<file path="src/verilog/vch_defines.svh">
// Constants of the voltage command handler: characters, positions, lengths
`ifndef VCH_DEFINES_SVH
`define VCH_DEFINES_SVH

// ==================================================================
// Buffer sizes
`define VCH_LINE_LEN 20
`define VCH_RESP_LEN 32
`define VCH_LEN_OVER 5'h1f

// ==================================================================
// Characters
`define VCH_CH_START 8'h3e
`define VCH_CH_CR 8'h0d
`define VCH_CH_LF 8'h0a
`define VCH_CH_SPACE 8'h20
`define VCH_CH_ZERO 8'h30
`define VCH_CH_CASE 8'h20

// ==================================================================
// Field positions within a command line
`define VCH_POS_ID 5
`define VCH_POS_ID_RAIL 4
`define VCH_POS_SEP1 7
`define VCH_POS_VAL1 8
`define VCH_POS_SEP_HEX 12
`define VCH_POS_HEX2 13
`define VCH_POS_SEP_VOLT 13
`define VCH_POS_VOLT2 14

// ==================================================================
// Command line lengths, start character included
`define VCH_LEN_CLK_HEX 5'h11
`define VCH_LEN_CLK_VOLT 5'h13
`define VCH_LEN_BIAS_HEX 5'h0c
`define VCH_LEN_BIAS_VOLT 5'h0d
`define VCH_LEN_READ 5'h07
`define VCH_LEN_RAIL 5'h06

// ==================================================================
// Highest identifier index per voltage group, last connected bias and bias gap ends
`define VCH_ID_MAX_CLK 4'hf
`define VCH_ID_MAX_BIAS 4'hb
`define VCH_ID_MAX_PWR 4'h9
`define VCH_ID_MAX_TEMP 4'h2
`define VCH_BIAS_LAST 4'ha
`define VCH_BIAS_GAP_FROM 4'h2
`define VCH_BIAS_GAP_TO 4'h5

// ==================================================================
// Reply lengths and voltage limit in tenths
`define VCH_RLEN_BIAS 6'h20
`define VCH_RLEN_PWR 6'h1a
`define VCH_RLEN_TEMP 6'h1b
`define VCH_RLEN_OK 6'h04
`define VCH_RLEN_ERR 6'h05
`define VCH_TENTHS_MAX 10'h3e7

`endif

</file>
<file path="src/verilog/vch_pkg.sv">
// Types shared by the voltage command handler modules
`default_nettype none
`include "vch_defines.svh"

package vch_pkg;

  typedef logic [`VCH_LINE_LEN-1:0][7:0] vch_line_type;
  typedef logic [`VCH_RESP_LEN-1:0][7:0] vch_resp_type;

  typedef enum logic [1:0] {GRP_BIAS, GRP_POWER, GRP_TEMP} vch_group_type;

  typedef enum logic [2:0] {
    REPLY_OK, REPLY_ERR, REPLY_BIAS, REPLY_POWER, REPLY_TEMP
  } vch_reply_type;

  // Output setting; in volts the values are signed tenths of a volt
  typedef struct packed {
    logic clock_rail;
    logic set_b;
    logic in_volts;
    logic [3:0] id;
    logic [15:0] high;
    logic [15:0] low;
  } vch_dac_wr_type;

  typedef struct packed {
    vch_group_type group;
    logic set_b;
    logic [3:0] id;
  } vch_meas_req_type;

  typedef struct packed {
    logic [11:0] dac;
    logic [11:0] adc;
    logic signed [10:0] tenths;
  } vch_meas_resp_type;

endpackage : vch_pkg

`default_nettype wire

</file>
<file path="src/verilog/vch_line_rx.sv">
// Collects received characters into one command line
`default_nettype none
`include "vch_defines.svh"

module vch_line_rx (
  input wire logic clock,
  input wire logic sys_rst,
  input wire logic rx_valid,
  input wire logic [7:0] rx_char,
  output logic rx_ready,
  output logic line_valid,
  output var vch_pkg::vch_line_type line,
  output logic [4:0] line_len,
  input wire logic line_take
);
  import vch_pkg::*;

  // ================================================================
  // Character classes
  wire take_char = rx_valid && rx_ready;
  wire is_cr = rx_char == `VCH_CH_CR;
  wire is_lf = rx_char == `VCH_CH_LF;
  wire room = line_len < 5'(`VCH_LINE_LEN);
  wire store = take_char && !is_cr && !is_lf && room;
  wire over = line_len == `VCH_LEN_OVER;

  // Line held until taken
  assign rx_ready = !line_valid;

  // ================================================================
  // Line store
  always_ff @(posedge clock) begin
    if (sys_rst || line_take) begin
      line_valid <= 1'b0;
      line_len <= 5'h00;
      line <= '0;
    end else if (take_char && is_cr) begin
      line_valid <= 1'b1;
    end else if (take_char && !is_lf) begin
      if (store) begin
        line[line_len] <= rx_char;
      end
      if (!over) begin
        line_len <= line_len + 5'h01;
      end
    end
  end

endmodule : vch_line_rx

`default_nettype wire

</file>
<file path="src/verilog/vch_tx_fmt.sv">
// Sends one formatted reply text, first character first
`default_nettype none
`include "vch_defines.svh"

module vch_tx_fmt (
  input wire logic clock,
  input wire logic sys_rst,
  input wire logic send_start,
  input wire vch_pkg::vch_resp_type send_text,
  input wire logic [5:0] send_len,
  output logic send_busy,
  output logic tx_valid,
  input wire logic tx_ready,
  output logic [7:0] tx_char
);
  import vch_pkg::*;

  vch_resp_type text;
  logic [5:0] left;

  // ================================================================
  // Character stream
  assign tx_valid = send_busy;
  assign tx_char = text[`VCH_RESP_LEN-1];

  always_ff @(posedge clock) begin
    if (sys_rst) begin
      send_busy <= 1'b0;
      text <= '0;
      left <= 6'h00;
    end else if (send_start && !send_busy) begin
      text <= send_text;
      left <= send_len;
      send_busy <= send_len != 6'h00;
    end else if (send_busy && tx_ready) begin
      text <= {text[`VCH_RESP_LEN-2:0], 8'h00};
      left <= left - 6'h01;
      send_busy <= left != 6'h01;
    end
  end

endmodule : vch_tx_fmt

`default_nettype wire

</file>
<file path="src/verilog/vch_handler.sv">
// Voltage command handler: parses voltage commands and formats replies
//
// Summary of operation
// RL1: Commands start with greater-than, ASCII parameters.
// RL2: Clock voltage access stops the detector clocks.
// RL3: Two-digit identifier follows command, set chosen.
// RL4: Clock hex write: high then low value.
// RL5: Hex values carry a leading zero digit.
// RL6: Volts: sign, two digits, point, digit.
// RL7: Single spaces separate clock volts fields.
// RL8: Accepted writes answer OK.
// RL9: Bias identifiers 00 to b0, step 10.
// RL10: Bias read: tag, id, name, dac, adc, volts.
// RL11: Echoed identifier equals the one sent.
// RL12: Bias setting shown as four hex, zero first.
// RL13: Measured value left-justified, last digit zero.
// RL14: Volts shown signed, zero filled, trailing v.
// RL15: Identifier ff returns all nine connected biases.
// RL16: Bias hex write carries one hex value.
// RL17: Bias volts write: one space, one value.
// RL18: Power rail read identifiers 00 to 90.
// RL19: Power read: tag, id, name, adc, volts.
// RL20: Board rail read identifiers 00, 10, 20.
// RL21: Board rail read: tag, id, name, adc, volts.
// RL22: Voltage names are fixed labels.
// RL23: Setting applied only after whole command checked.
`default_nettype none
`include "vch_defines.svh"

module vch_handler (
  input wire logic clock,
  input wire logic sys_rst,
  input wire logic rx_valid,
  input wire logic [7:0] rx_char,
  output logic rx_ready,
  output logic tx_valid,
  input wire logic tx_ready,
  output logic [7:0] tx_char,
  output logic dac_wr_valid,
  output var vch_pkg::vch_dac_wr_type dac_wr,
  output logic meas_req_valid,
  output var vch_pkg::vch_meas_req_type meas_req,
  input wire logic meas_ack,
  input wire vch_pkg::vch_meas_resp_type meas_resp,
  output logic clocks_stopped,
  input wire logic clocks_restart
);
  import vch_pkg::*;

  typedef enum logic [2:0] {
    ST_IDLE, ST_MEAS_REQ, ST_MEAS_WAIT, ST_LOAD, ST_SEND
  } vch_state_type;

  // ================================================================
  // Character helpers
  function automatic logic is_dig(input logic [7:0] c);
    return c >= "0" && c <= "9";
  endfunction : is_dig

  function automatic logic hex_ok(input logic [7:0] c);
    logic [7:0] l;
    l = c | `VCH_CH_CASE;
    return is_dig(c) || (l >= "a" && l <= "f");
  endfunction : hex_ok

  function automatic logic [3:0] hex_nib(input logic [7:0] c);
    logic [7:0] l;
    l = c | `VCH_CH_CASE;
    return is_dig(c) ? 4'(c - "0") : 4'(l - "a" + 8'h0a);
  endfunction : hex_nib

  function automatic logic [7:0] hex_chr(input logic [3:0] n);
    return (n < 4'ha) ? 8'("0" + {4'h0, n}) : 8'("A" - 8'h0a + {4'h0, n});
  endfunction : hex_chr

  function automatic logic [31:0] hex4(input logic [15:0] v);
    return {hex_chr(v[15:12]), hex_chr(v[11:8]),
            hex_chr(v[7:4]), hex_chr(v[3:0])};
  endfunction : hex4

  // Four hex digits, first one zero
  function automatic logic hex_word_ok(input vch_line_type ln, input int p);
    return ln[p] == `VCH_CH_ZERO && hex_ok(ln[p+1]) && // RL5
           hex_ok(ln[p+2]) && hex_ok(ln[p+3]);
  endfunction : hex_word_ok

  function automatic logic [15:0] hex_word(input vch_line_type ln,
                                           input int p);
    return {4'h0, hex_nib(ln[p+1]), hex_nib(ln[p+2]), hex_nib(ln[p+3])};
  endfunction : hex_word

  // Sign, two digits, point, one digit
  function automatic logic volt_ok(input vch_line_type ln, input int p);
    return (ln[p] == "+" || ln[p] == "-") && is_dig(ln[p+1]) && // RL6
           is_dig(ln[p+2]) && ln[p+3] == "." && is_dig(ln[p+4]);
  endfunction : volt_ok

  function automatic logic [15:0] volt_val(input vch_line_type ln,
                                           input int p);
    logic [15:0] m;
    m = 16'(ln[p+1] - "0") * 16'h0064 + 16'(ln[p+2] - "0") * 16'h000a +
        16'(ln[p+4] - "0");
    return (ln[p] == "-") ? 16'(-m) : m;
  endfunction : volt_val

  function automatic logic [7:0] dig(input logic [9:0] d);
    return 8'("0" + 8'(d));
  endfunction : dig

  function automatic logic [47:0] volt_text(input logic signed [10:0] t);
    logic [10:0] a;
    logic [9:0] m;
    a = t[10] ? 11'(-t) : t;
    m = (a > 11'(`VCH_TENTHS_MAX)) ? `VCH_TENTHS_MAX : a[9:0];
    return {t[10] ? "-" : "+", dig(m / 10'd100), dig((m / 10'd10) % 10'd10),
            ".", dig(m % 10'd10), "v"}; // RL14
  endfunction : volt_text

  // Fixed label per voltage; nothing writes these
  function automatic logic [31:0] name_text(input vch_group_type g,
                                            input logic [3:0] n);
    logic [31:0] s;
    s = "----";
    unique case (g)
      GRP_BIAS: begin
        unique case (n)
          4'h0: s = "NADA";
          4'h1: s = "NADB";
          4'h2: s = "NRD ";
          4'h4: s = "VOFS";
          4'h5: s = "NSUB";
          4'h6: s = "OG  ";
          4'h7: s = "NEGS";
          4'h8: s = "PADA";
          4'h9: s = "PADB";
          4'ha: s = "PRD ";
          default: s = "NC  ";
        endcase
      end
      GRP_POWER: begin
        unique case (n)
          4'h0: s = "+48V";
          4'h1: s = "+30V";
          4'h2: s = "+15V";
          4'h3: s = "+5V ";
          4'h4: s = "-5V ";
          4'h5: s = "-15V";
          4'h6: s = "-30V";
          4'h7: s = "+12V";
          4'h8: s = "-12V";
          default: s = "VCC ";
        endcase
      end
      default: begin
        unique case (n)
          4'h0: s = "+15B";
          4'h1: s = "-15B";
          default: s = "+5VB";
        endcase
      end
    endcase
    return s; // RL22
  endfunction : name_text

  // Next connected bias output, skipping the two without a pin
  function automatic logic [3:0] next_conn(input logic [3:0] n);
    return (n == `VCH_BIAS_GAP_FROM) ? `VCH_BIAS_GAP_TO : n + 4'h1; // RL15
  endfunction : next_conn

  // ================================================================
  // Line receiver and reply sender
  vch_line_type line;
  logic [4:0] line_len;
  logic line_valid;
  logic send_busy;
  vch_state_type state;
  vch_reply_type reply;
  vch_meas_resp_type meas;
  logic all_mode;
  vch_resp_type resp_text;
  logic [5:0] resp_len;

  wire line_take = state == ST_IDLE && line_valid;
  wire send_start = state == ST_LOAD;

  vch_line_rx u_line_rx (
    .clock(clock),
    .sys_rst(sys_rst),
    .rx_valid(rx_valid),
    .rx_char(rx_char),
    .rx_ready(rx_ready),
    .line_valid(line_valid),
    .line(line),
    .line_len(line_len),
    .line_take(line_take)
  );

  vch_tx_fmt u_tx_fmt (
    .clock(clock),
    .sys_rst(sys_rst),
    .send_start(send_start),
    .send_text(resp_text),
    .send_len(resp_len),
    .send_busy(send_busy),
    .tx_valid(tx_valid),
    .tx_ready(tx_ready),
    .tx_char(tx_char)
  );

  // ================================================================
  // Command decode
  wire [7:0] c1 = line[1];
  wire [7:0] c2 = line[2];
  wire [7:0] c3 = line[3];
  wire [7:0] c4 = line[4];
  wire start_ok = line[0] == `VCH_CH_START; // RL1
  wire volts = c2 == "D";
  wire set_ab = c4 == "A" || c4 == "B";
  wire set_01 = c4 == "0" || c4 == "1";
  wire set_b = c4 == "B" || c4 == "1";
  wire write_op = start_ok && c1 == "W" && (c2 == "V" || volts);
  wire clk_cmd = write_op && c3 == "C" && set_ab;
  wire bias_w_cmd = write_op && c3 == "B" && set_01;
  wire read_op = start_ok && c1 == "R" && c2 == "V";
  wire bias_r_cmd = read_op && c3 == "B" && set_01 &&
                    line_len == `VCH_LEN_READ;
  wire temp_cmd = read_op && c3 == "P" && c4 == "B" &&
                  line_len == `VCH_LEN_READ; // RL20
  wire pwr_cmd = read_op && c3 == "P" && line_len == `VCH_LEN_RAIL; // RL18

  // Identifier right after the command letters
  wire [7:0] id_hc = pwr_cmd ? line[`VCH_POS_ID_RAIL] : line[`VCH_POS_ID];
  wire [7:0] id_lc = pwr_cmd ? line[`VCH_POS_ID] : line[`VCH_POS_ID+1];
  wire [3:0] id_n = hex_nib(id_hc); // RL3
  wire id_form = hex_ok(id_hc) && id_lc == `VCH_CH_ZERO;
  wire id_all = (id_hc | `VCH_CH_CASE) == "f" &&
                (id_lc | `VCH_CH_CASE) == "f";
  wire [3:0] id_max = clk_cmd ? `VCH_ID_MAX_CLK :
                      pwr_cmd ? `VCH_ID_MAX_PWR :
                      temp_cmd ? `VCH_ID_MAX_TEMP :
                      `VCH_ID_MAX_BIAS; // RL9
  wire id_ok = id_form && id_n <= id_max;

  // Whole-line format checks
  wire sep1 = line[`VCH_POS_SEP1] == `VCH_CH_SPACE;
  wire clk_hex_ok = clk_cmd && !volts && line_len == `VCH_LEN_CLK_HEX &&
                    sep1 && line[`VCH_POS_SEP_HEX] == `VCH_CH_SPACE &&
                    hex_word_ok(line, `VCH_POS_VAL1) &&
                    hex_word_ok(line, `VCH_POS_HEX2); // RL4
  wire clk_volt_ok = clk_cmd && volts && line_len == `VCH_LEN_CLK_VOLT &&
                     sep1 && line[`VCH_POS_SEP_VOLT] == `VCH_CH_SPACE &&
                     volt_ok(line, `VCH_POS_VAL1) &&
                     volt_ok(line, `VCH_POS_VOLT2); // RL7
  wire bias_hex_ok = bias_w_cmd && !volts &&
                     line_len == `VCH_LEN_BIAS_HEX && sep1 &&
                     hex_word_ok(line, `VCH_POS_VAL1); // RL16
  wire bias_volt_ok = bias_w_cmd && volts &&
                      line_len == `VCH_LEN_BIAS_VOLT && sep1 &&
                      volt_ok(line, `VCH_POS_VAL1); // RL17
  wire clk_wr_ok = id_ok && (clk_hex_ok || clk_volt_ok);
  wire wr_ok = clk_wr_ok || (id_ok && (bias_hex_ok || bias_volt_ok));
  wire rd_ok = (bias_r_cmd && (id_ok || id_all)) ||
               ((pwr_cmd || temp_cmd) && id_ok);

  // Setting and measurement request built from the line
  wire [15:0] val1 = volts ? volt_val(line, `VCH_POS_VAL1) :
                     hex_word(line, `VCH_POS_VAL1);
  wire [15:0] val2 = volts ? volt_val(line, `VCH_POS_VOLT2) :
                     hex_word(line, `VCH_POS_HEX2);
  wire vch_dac_wr_type next_dac = '{
    clock_rail: clk_cmd, set_b: set_b, in_volts: volts, id: id_n,
    high: val1, low: clk_cmd ? val2 : 16'h0000};
  wire vch_group_type next_group = pwr_cmd ? GRP_POWER :
                                   temp_cmd ? GRP_TEMP : GRP_BIAS;
  wire vch_meas_req_type next_req = '{
    group: next_group, set_b: set_b, id: id_all ? 4'h0 : id_n};
  wire vch_reply_type meas_reply = (meas_req.group == GRP_POWER) ?
                                   REPLY_POWER :
                                   (meas_req.group == GRP_TEMP) ?
                                   REPLY_TEMP : REPLY_BIAS;

  // ================================================================
  // Reply texts
  wire [7:0] id_ch = hex_chr(meas_req.id); // RL11
  wire [7:0] set_ch = meas_req.set_b ? "1" : "0";
  wire [31:0] name = name_text(meas_req.group, meas_req.id);
  wire [31:0] dac_txt = hex4({4'h0, meas.dac}); // RL12
  wire [31:0] adc_txt = hex4({meas.adc, 4'h0}); // RL13
  wire [47:0] v_txt = volt_text(meas.tenths);
  wire [15:0] eol = {`VCH_CH_CR, `VCH_CH_LF};
  wire [255:0] bias_txt = {"_RVB", set_ch, " ", id_ch, "0", " ", name,
                           " ", dac_txt, " ", adc_txt, " ", v_txt,
                           eol}; // RL10
  wire [207:0] pwr_txt = {"_R", "VP", " ", id_ch, "0", " ", name, " ",
                          adc_txt, " ", v_txt, eol}; // RL19
  wire [215:0] temp_txt = {"_R", "VPB", " ", id_ch, "0", " ", name, " ",
                           adc_txt, " ", v_txt, eol}; // RL21

  assign resp_text = (reply == REPLY_BIAS) ? bias_txt :
                     (reply == REPLY_POWER) ? {pwr_txt, 48'h0} :
                     (reply == REPLY_TEMP) ? {temp_txt, 40'h0} :
                     (reply == REPLY_OK) ? {"OK", eol, 224'h0} : // RL8
                     {"ERR", eol, 216'h0};
  assign resp_len = (reply == REPLY_BIAS) ? `VCH_RLEN_BIAS :
                    (reply == REPLY_POWER) ? `VCH_RLEN_PWR :
                    (reply == REPLY_TEMP) ? `VCH_RLEN_TEMP :
                    (reply == REPLY_OK) ? `VCH_RLEN_OK : `VCH_RLEN_ERR;

  assign meas_req_valid = state == ST_MEAS_REQ;

  // ================================================================
  // Clock halt: set by a clock write, set wins over restart
  always_ff @(posedge clock) begin
    if (sys_rst) begin
      clocks_stopped <= 1'b0;
    end else if (line_take && clk_wr_ok) begin
      clocks_stopped <= 1'b1; // RL2
    end else if (clocks_restart) begin
      clocks_stopped <= 1'b0;
    end
  end

  // ================================================================
  // Sequencer
  always_ff @(posedge clock) begin
    if (sys_rst) begin
      state <= ST_IDLE;
      reply <= REPLY_OK;
      dac_wr_valid <= 1'b0;
      dac_wr <= '0;
      meas_req <= '0;
      meas <= '0;
      all_mode <= 1'b0;
    end else begin
      dac_wr_valid <= 1'b0;
      unique case (state)
        ST_IDLE: begin
          if (line_valid && wr_ok) begin
            dac_wr <= next_dac; // RL23
            dac_wr_valid <= 1'b1;
            reply <= REPLY_OK;
            state <= ST_LOAD;
          end else if (line_valid && rd_ok) begin
            meas_req <= next_req;
            all_mode <= bias_r_cmd && id_all; // RL15
            state <= ST_MEAS_REQ;
          end else if (line_valid) begin
            reply <= REPLY_ERR;
            state <= ST_LOAD;
          end
        end
        ST_MEAS_REQ: begin
          state <= ST_MEAS_WAIT;
        end
        ST_MEAS_WAIT: begin
          if (meas_ack) begin
            meas <= meas_resp;
            reply <= meas_reply;
            state <= ST_LOAD;
          end
        end
        ST_LOAD: begin
          state <= ST_SEND;
        end
        ST_SEND: begin
          if (!send_busy && all_mode && meas_req.id != `VCH_BIAS_LAST) begin
            meas_req.id <= next_conn(meas_req.id); // RL15
            state <= ST_MEAS_REQ;
          end else if (!send_busy) begin
            all_mode <= 1'b0;
            state <= ST_IDLE;
          end
        end
      endcase
    end
  end

endmodule : vch_handler

`default_nettype wire

</file>
<file path="config.mk">
export PLATFORM = sky130hd
export DESIGN_NAME = vch_handler
export DESIGN_NICKNAME = d
export VERILOG_FILES = /design/src/verilog/vch_pkg.sv /design/src/verilog/vch_line_rx.sv /design/src/verilog/vch_tx_fmt.sv /design/src/verilog/vch_handler.sv
export VERILOG_INCLUDE_DIRS = /design/src /design/src/verilog
export SDC_FILE = /design/constraint.sdc
export NUM_CORES = 2
export LEC_CHECK = 0
export ABC_CLOCK_PERIOD_IN_PS = 7700
export BUFFER_PORTS_ARGS = -buffer_cell sky130_fd_sc_hd__buf_2
export CORE_MARGIN = 2
export CORE_UTILIZATION = 57
export DETAILED_ROUTE_END_ITERATION = 8
export HOLD_SLACK_MARGIN = 0.1
export PLACE_DENSITY_LB_ADDON = 0.1
export SETUP_SLACK_MARGIN = 0.2
export SYNTH_ARGS = -nofsm -noshare
export SYNTH_HDL_FRONTEND = slang
export SYNTH_SLANG_ARGS = --single-unit
</file>
<file path="constraint.sdc">
create_clock -name clock -period 7.7 [get_ports clock]
set_input_delay 0.385 -clock clock [delete_from_list [all_inputs] [get_ports clock]]
set_output_delay 0.385 -clock clock [all_outputs]
set_load 0.01 [all_outputs]
</file>
==> summary.md <==
| Metric | Value |
|---|---|
| Run status | `finished clean` |
| Latest clock arrival within the worst-skew pair | `0.65 ns` |
| Netlist cell types | `114` |
| Depth of the CTS H-tree | `2` |
| Largest net degree at the start of global routing | `approximately 100` |
| Critical path launch point type | `register` |
| Sum of routed wire length over all layers | `88.08 mm` |
| Post-Synthesis Net Count | `roughly 4300` |
| CTS tree | `done` |
| Max frequency | `140.1 MHz` |
| Net total in the final layout | `4379` |
| Clk network pwr share | `49.7%` |
| Buf/Inv on CP | `3` |
| Max Buffers Root-to-Sink | `3` |
| Final Core Density | `about 65%` |
| Most frequently used flop master after synthesis | `dfxtp_1` |
| Final hold violation count | `0` |
| Number of synthesized register bits | `523` |
| Worst Setup Path Type | `register to register` |
| FILL cells | `4877` |
| Total power | `approximately 5700 µW` |
| Worst ir drop on vdd | `0.1640 mV` |
| Initial Util | `57.90%` |
| Synthesis-to-layout area growth | `11.60%` |
| Via count of the routed design | `28740` |
| Post-Syn Instances | `between 4000 and 5000` |
| Share of final-layout standard cells stronger than drive strength 1 | `9.695%` |
| Final Cell Area | `between 30000 and 40000 µm²` |
| Number of iterations in the first detailed-routing pass | `8` |
| Cell-internal power | `4440 µW` |
| Share of power burned in registers | `47.4%` |
| Global-route wire length before repair | `between 100 and 150 mm` |
| Count of input and output buffers | `107` |
| Proportion of synthesized flip-flops having asynchronous set or reset | `0%` |
| Drt via density | `between 5 and 6` |
| Path category of the worst min-delay check | `input pin to register` |
| Data arrival, critical path | `7.68 ns` |
| Drt drc | `0` |
| Worst clock skew | `slightly below 0.04 ns` |
| Comb pwr share | `3.0%` |
| Max-Cap Viols | `0` |
| Worst slew slack as a fraction of its limit | `19.33%` |
| Minimum clock period | `around 7 ns` |
| Via count of the first global-routing pass | `27190` |
| Number of DRC markers after the initial detailed-route iteration | `2274` |
| Cell class contributing the biggest share of worst-path delay | `compound AO/OA/AOI/OAI gates` |
| Worst hold-check slack | `between 0.15 and 0.2 ns` |
| Post-synthesis instance area | `between 30000 and 40000 µm²` |
| Number of flops mapped to enable cells by yosys | `0` |
| Final period utilization | `92.72%` |
| Switching share of total power | `22.72%` |
| Critical path endpoint category | `register` |
| Actual transition at the worst max-transition pin | `1.205 ns` |
| Register clock-pin slew on the reported worst setup and hold paths | `0.06 ns` |
| Summed negative setup slack over all endpoints | `0 ns` |
| TritonCTS sink count | `523` |
| Top Ports | `108` |
| Initial antenna violation count | `2` |
| Maximum fanout along the worst path | `5` |
| Total net switching power | `1306 µW` |
| LEAKAGE | `approximately 0.014 µW` |
| Final antenna-violating net count | `0` |
| Die Span Y | `241.3 µm` |
| Rows | `86` |
| Setup-violating endpoint count in the final report | `0` |
| Post-Syn Area per Cell | `roughly 7.9 µm²` |
| Remaining global-route overflow | `0` |
| Number of CTS-inserted buffers | `55` |
| Unrepaired setup endpoints after global routing | `true` |
| Floorplan die width | `241.3 µm` |
| Slowest stage cell on the critical path | `or4b_4` |
| Sequential cell area fraction in the yosys report | `about a third` |
| Core footprint | `roughly 55000 µm²` |
| Slew Limit Fails | `0` |
| Root buffer cell | `clkbuf_16` |
| Total of warnings raised by yosys | `0` |
| Placed standard-cell area | `33140 µm²` |
| Area enclosed by the die boundary | `58200 µm²` |
| Final estimated routing congestion in global placement | `0.8955` |
| Pwr dens | `160.5 nW/µm²` |
| Wire length per cell after detailed routing | `18.06 µm` |
| Post-DP HPWL | `59.91 mm` |
| Global routing usage summed across all routing layers | `29.85%` |
| CP Data Required Time | `8.24 ns` |
| Worst path max stage delay | `0.51 ns` |
## cell families after synthesis
family	Yosys count	share of synthesized area [%]
AOI/OAI and AO/OA	981	19.76
xor gates and xnor gates	183	4.995
adders and majority gates	254	10.96
and+or+nand+nor	1444	20.00
muxes	186	5.810
DFF	523	32.63
buffers and inverters	478	5.834
## flip-flops by register name (all words and copies together) (netlist names), 3 cells and up, named ones only
| signal | flops |
|---|---|
| dac_wr | 39 |
| meas | 35 |
| meas_req | 7 |
| reply | 3 |
| state | 3 |
| u_line_rx.line | 152 |
| u_line_rx.line_len | 5 |
| u_tx_fmt.left | 6 |
| u_tx_fmt.text | 229 |
| u_tx_fmt.tx_char | 8 |
## synthesized netlist by cell type (46+ instances only)
cell type  instances  area [µm²]
a211oi_1          60       450.4
a21oi_1          398        1992
a31oi_1           49       306.5
clkbuf_1         207       777.0
dfxtp_1          523       10470
fa_1              46       920.9
ha_1             205        2565
inv_1            215       807.0
mux2i_1          184        1842
nand2_1          502        1884
nand3_1           87       435.4
nor2_1           530        1989
nor3_1            89       445.4
o21ai_0          139       695.7
xnor2_1          135        1182
xor2_1            48       420.4
## metal layers
layer / up-vias / part of all wire, % / GRT usage (%)
li1: 14140 / - / -
met1: 13600 / 43 / 38.72
met2: 824 / 48 / 51.72
met3: 180 / 5.4 / 3.156
met4: 0 / 3.1 / 10.33
met5: - / 0 / 0
## tightest hold or removal path: stages
cell,delay [ns]
buf_2,0.13
nand3_1,0.07
o31ai_1,0.06
a21oi_1,0.12
## final cells by class
type / count / area, µm² / share of cell area (%)
repair buffers: 229 / 1549 / 4.326
clock buffers: 81 / 1614 / 4.507
well taps: 748 / 935.9 / 2.614
clock inverters: 23 / 339.1 / 0.9469
flip-flops and latches: 523 / 10470 / 29.25
multi-input cells: 3048 / 20050 / 56.00
inverters: 222 / 838.3 / 2.341
diodes: 3 / 7.507 / 0.02097
## power groups by stage
stage               registers (µW)  logic, µW  clock network, µW
floorplan                     2780       98.9                  0
global placement              2780        151                  0
detailed placement            2780        151                  0
CTS                           2720        165               2890
global route                  2720        183               2990
finish                        2720        171               2850
## stage by stage
stage          instances  worst slack [ns]
2_1_floorplan       4049            0.5442
3_3_place_gp        4720            0.4037
3_5_place_dp        4720            0.1721
4_1_cts             4859            0.2314
5_1_grt             4876            0.1453
6_report            4877            0.5609
## what timing repair did
item	CTS	global route
pin swaps	0	24
endpoints found under the setup margin	2	49
setup buffers	0	15
gates cloned	0	0
hold endpoints to repair	35	0
gates resized for setup	2	49
hold buffers	35	0
## layout by cell type, fill, tap and decap left out, types with 85 or more instances in the layout
cell type / synthesis / layout
o21ai_0: 139 / 139
nor3_1: 89 / 86
xnor2_1: 135 / 131
inv_1: 215 / 211
dfxtp_1: 523 / 521
nand2_1: 502 / 499
buf_2: 9 / 106
nor2_1: 530 / 521
a21oi_1: 398 / 397
mux2i_1: 184 / 183
ha_1: 205 / 202
buf_4: 13 / 87
nand3_1: 87 / 85
## worst paths after layout
kind / from / to / slack, ns / depth (start not counted)
min: tx_ready / u_tx_fmt.send_busy / 0.16 / 4
min reg2reg: u_tx_fmt.text[131] / u_tx_fmt.text[139] / 0.44 / 2
max reg2reg: meas[0] / u_tx_fmt.text[46] / 0.56 / 31
max: meas[0] / u_tx_fmt.text[46] / 0.56 / 31
No activity file was read; power rests on OpenSTA's default activity.
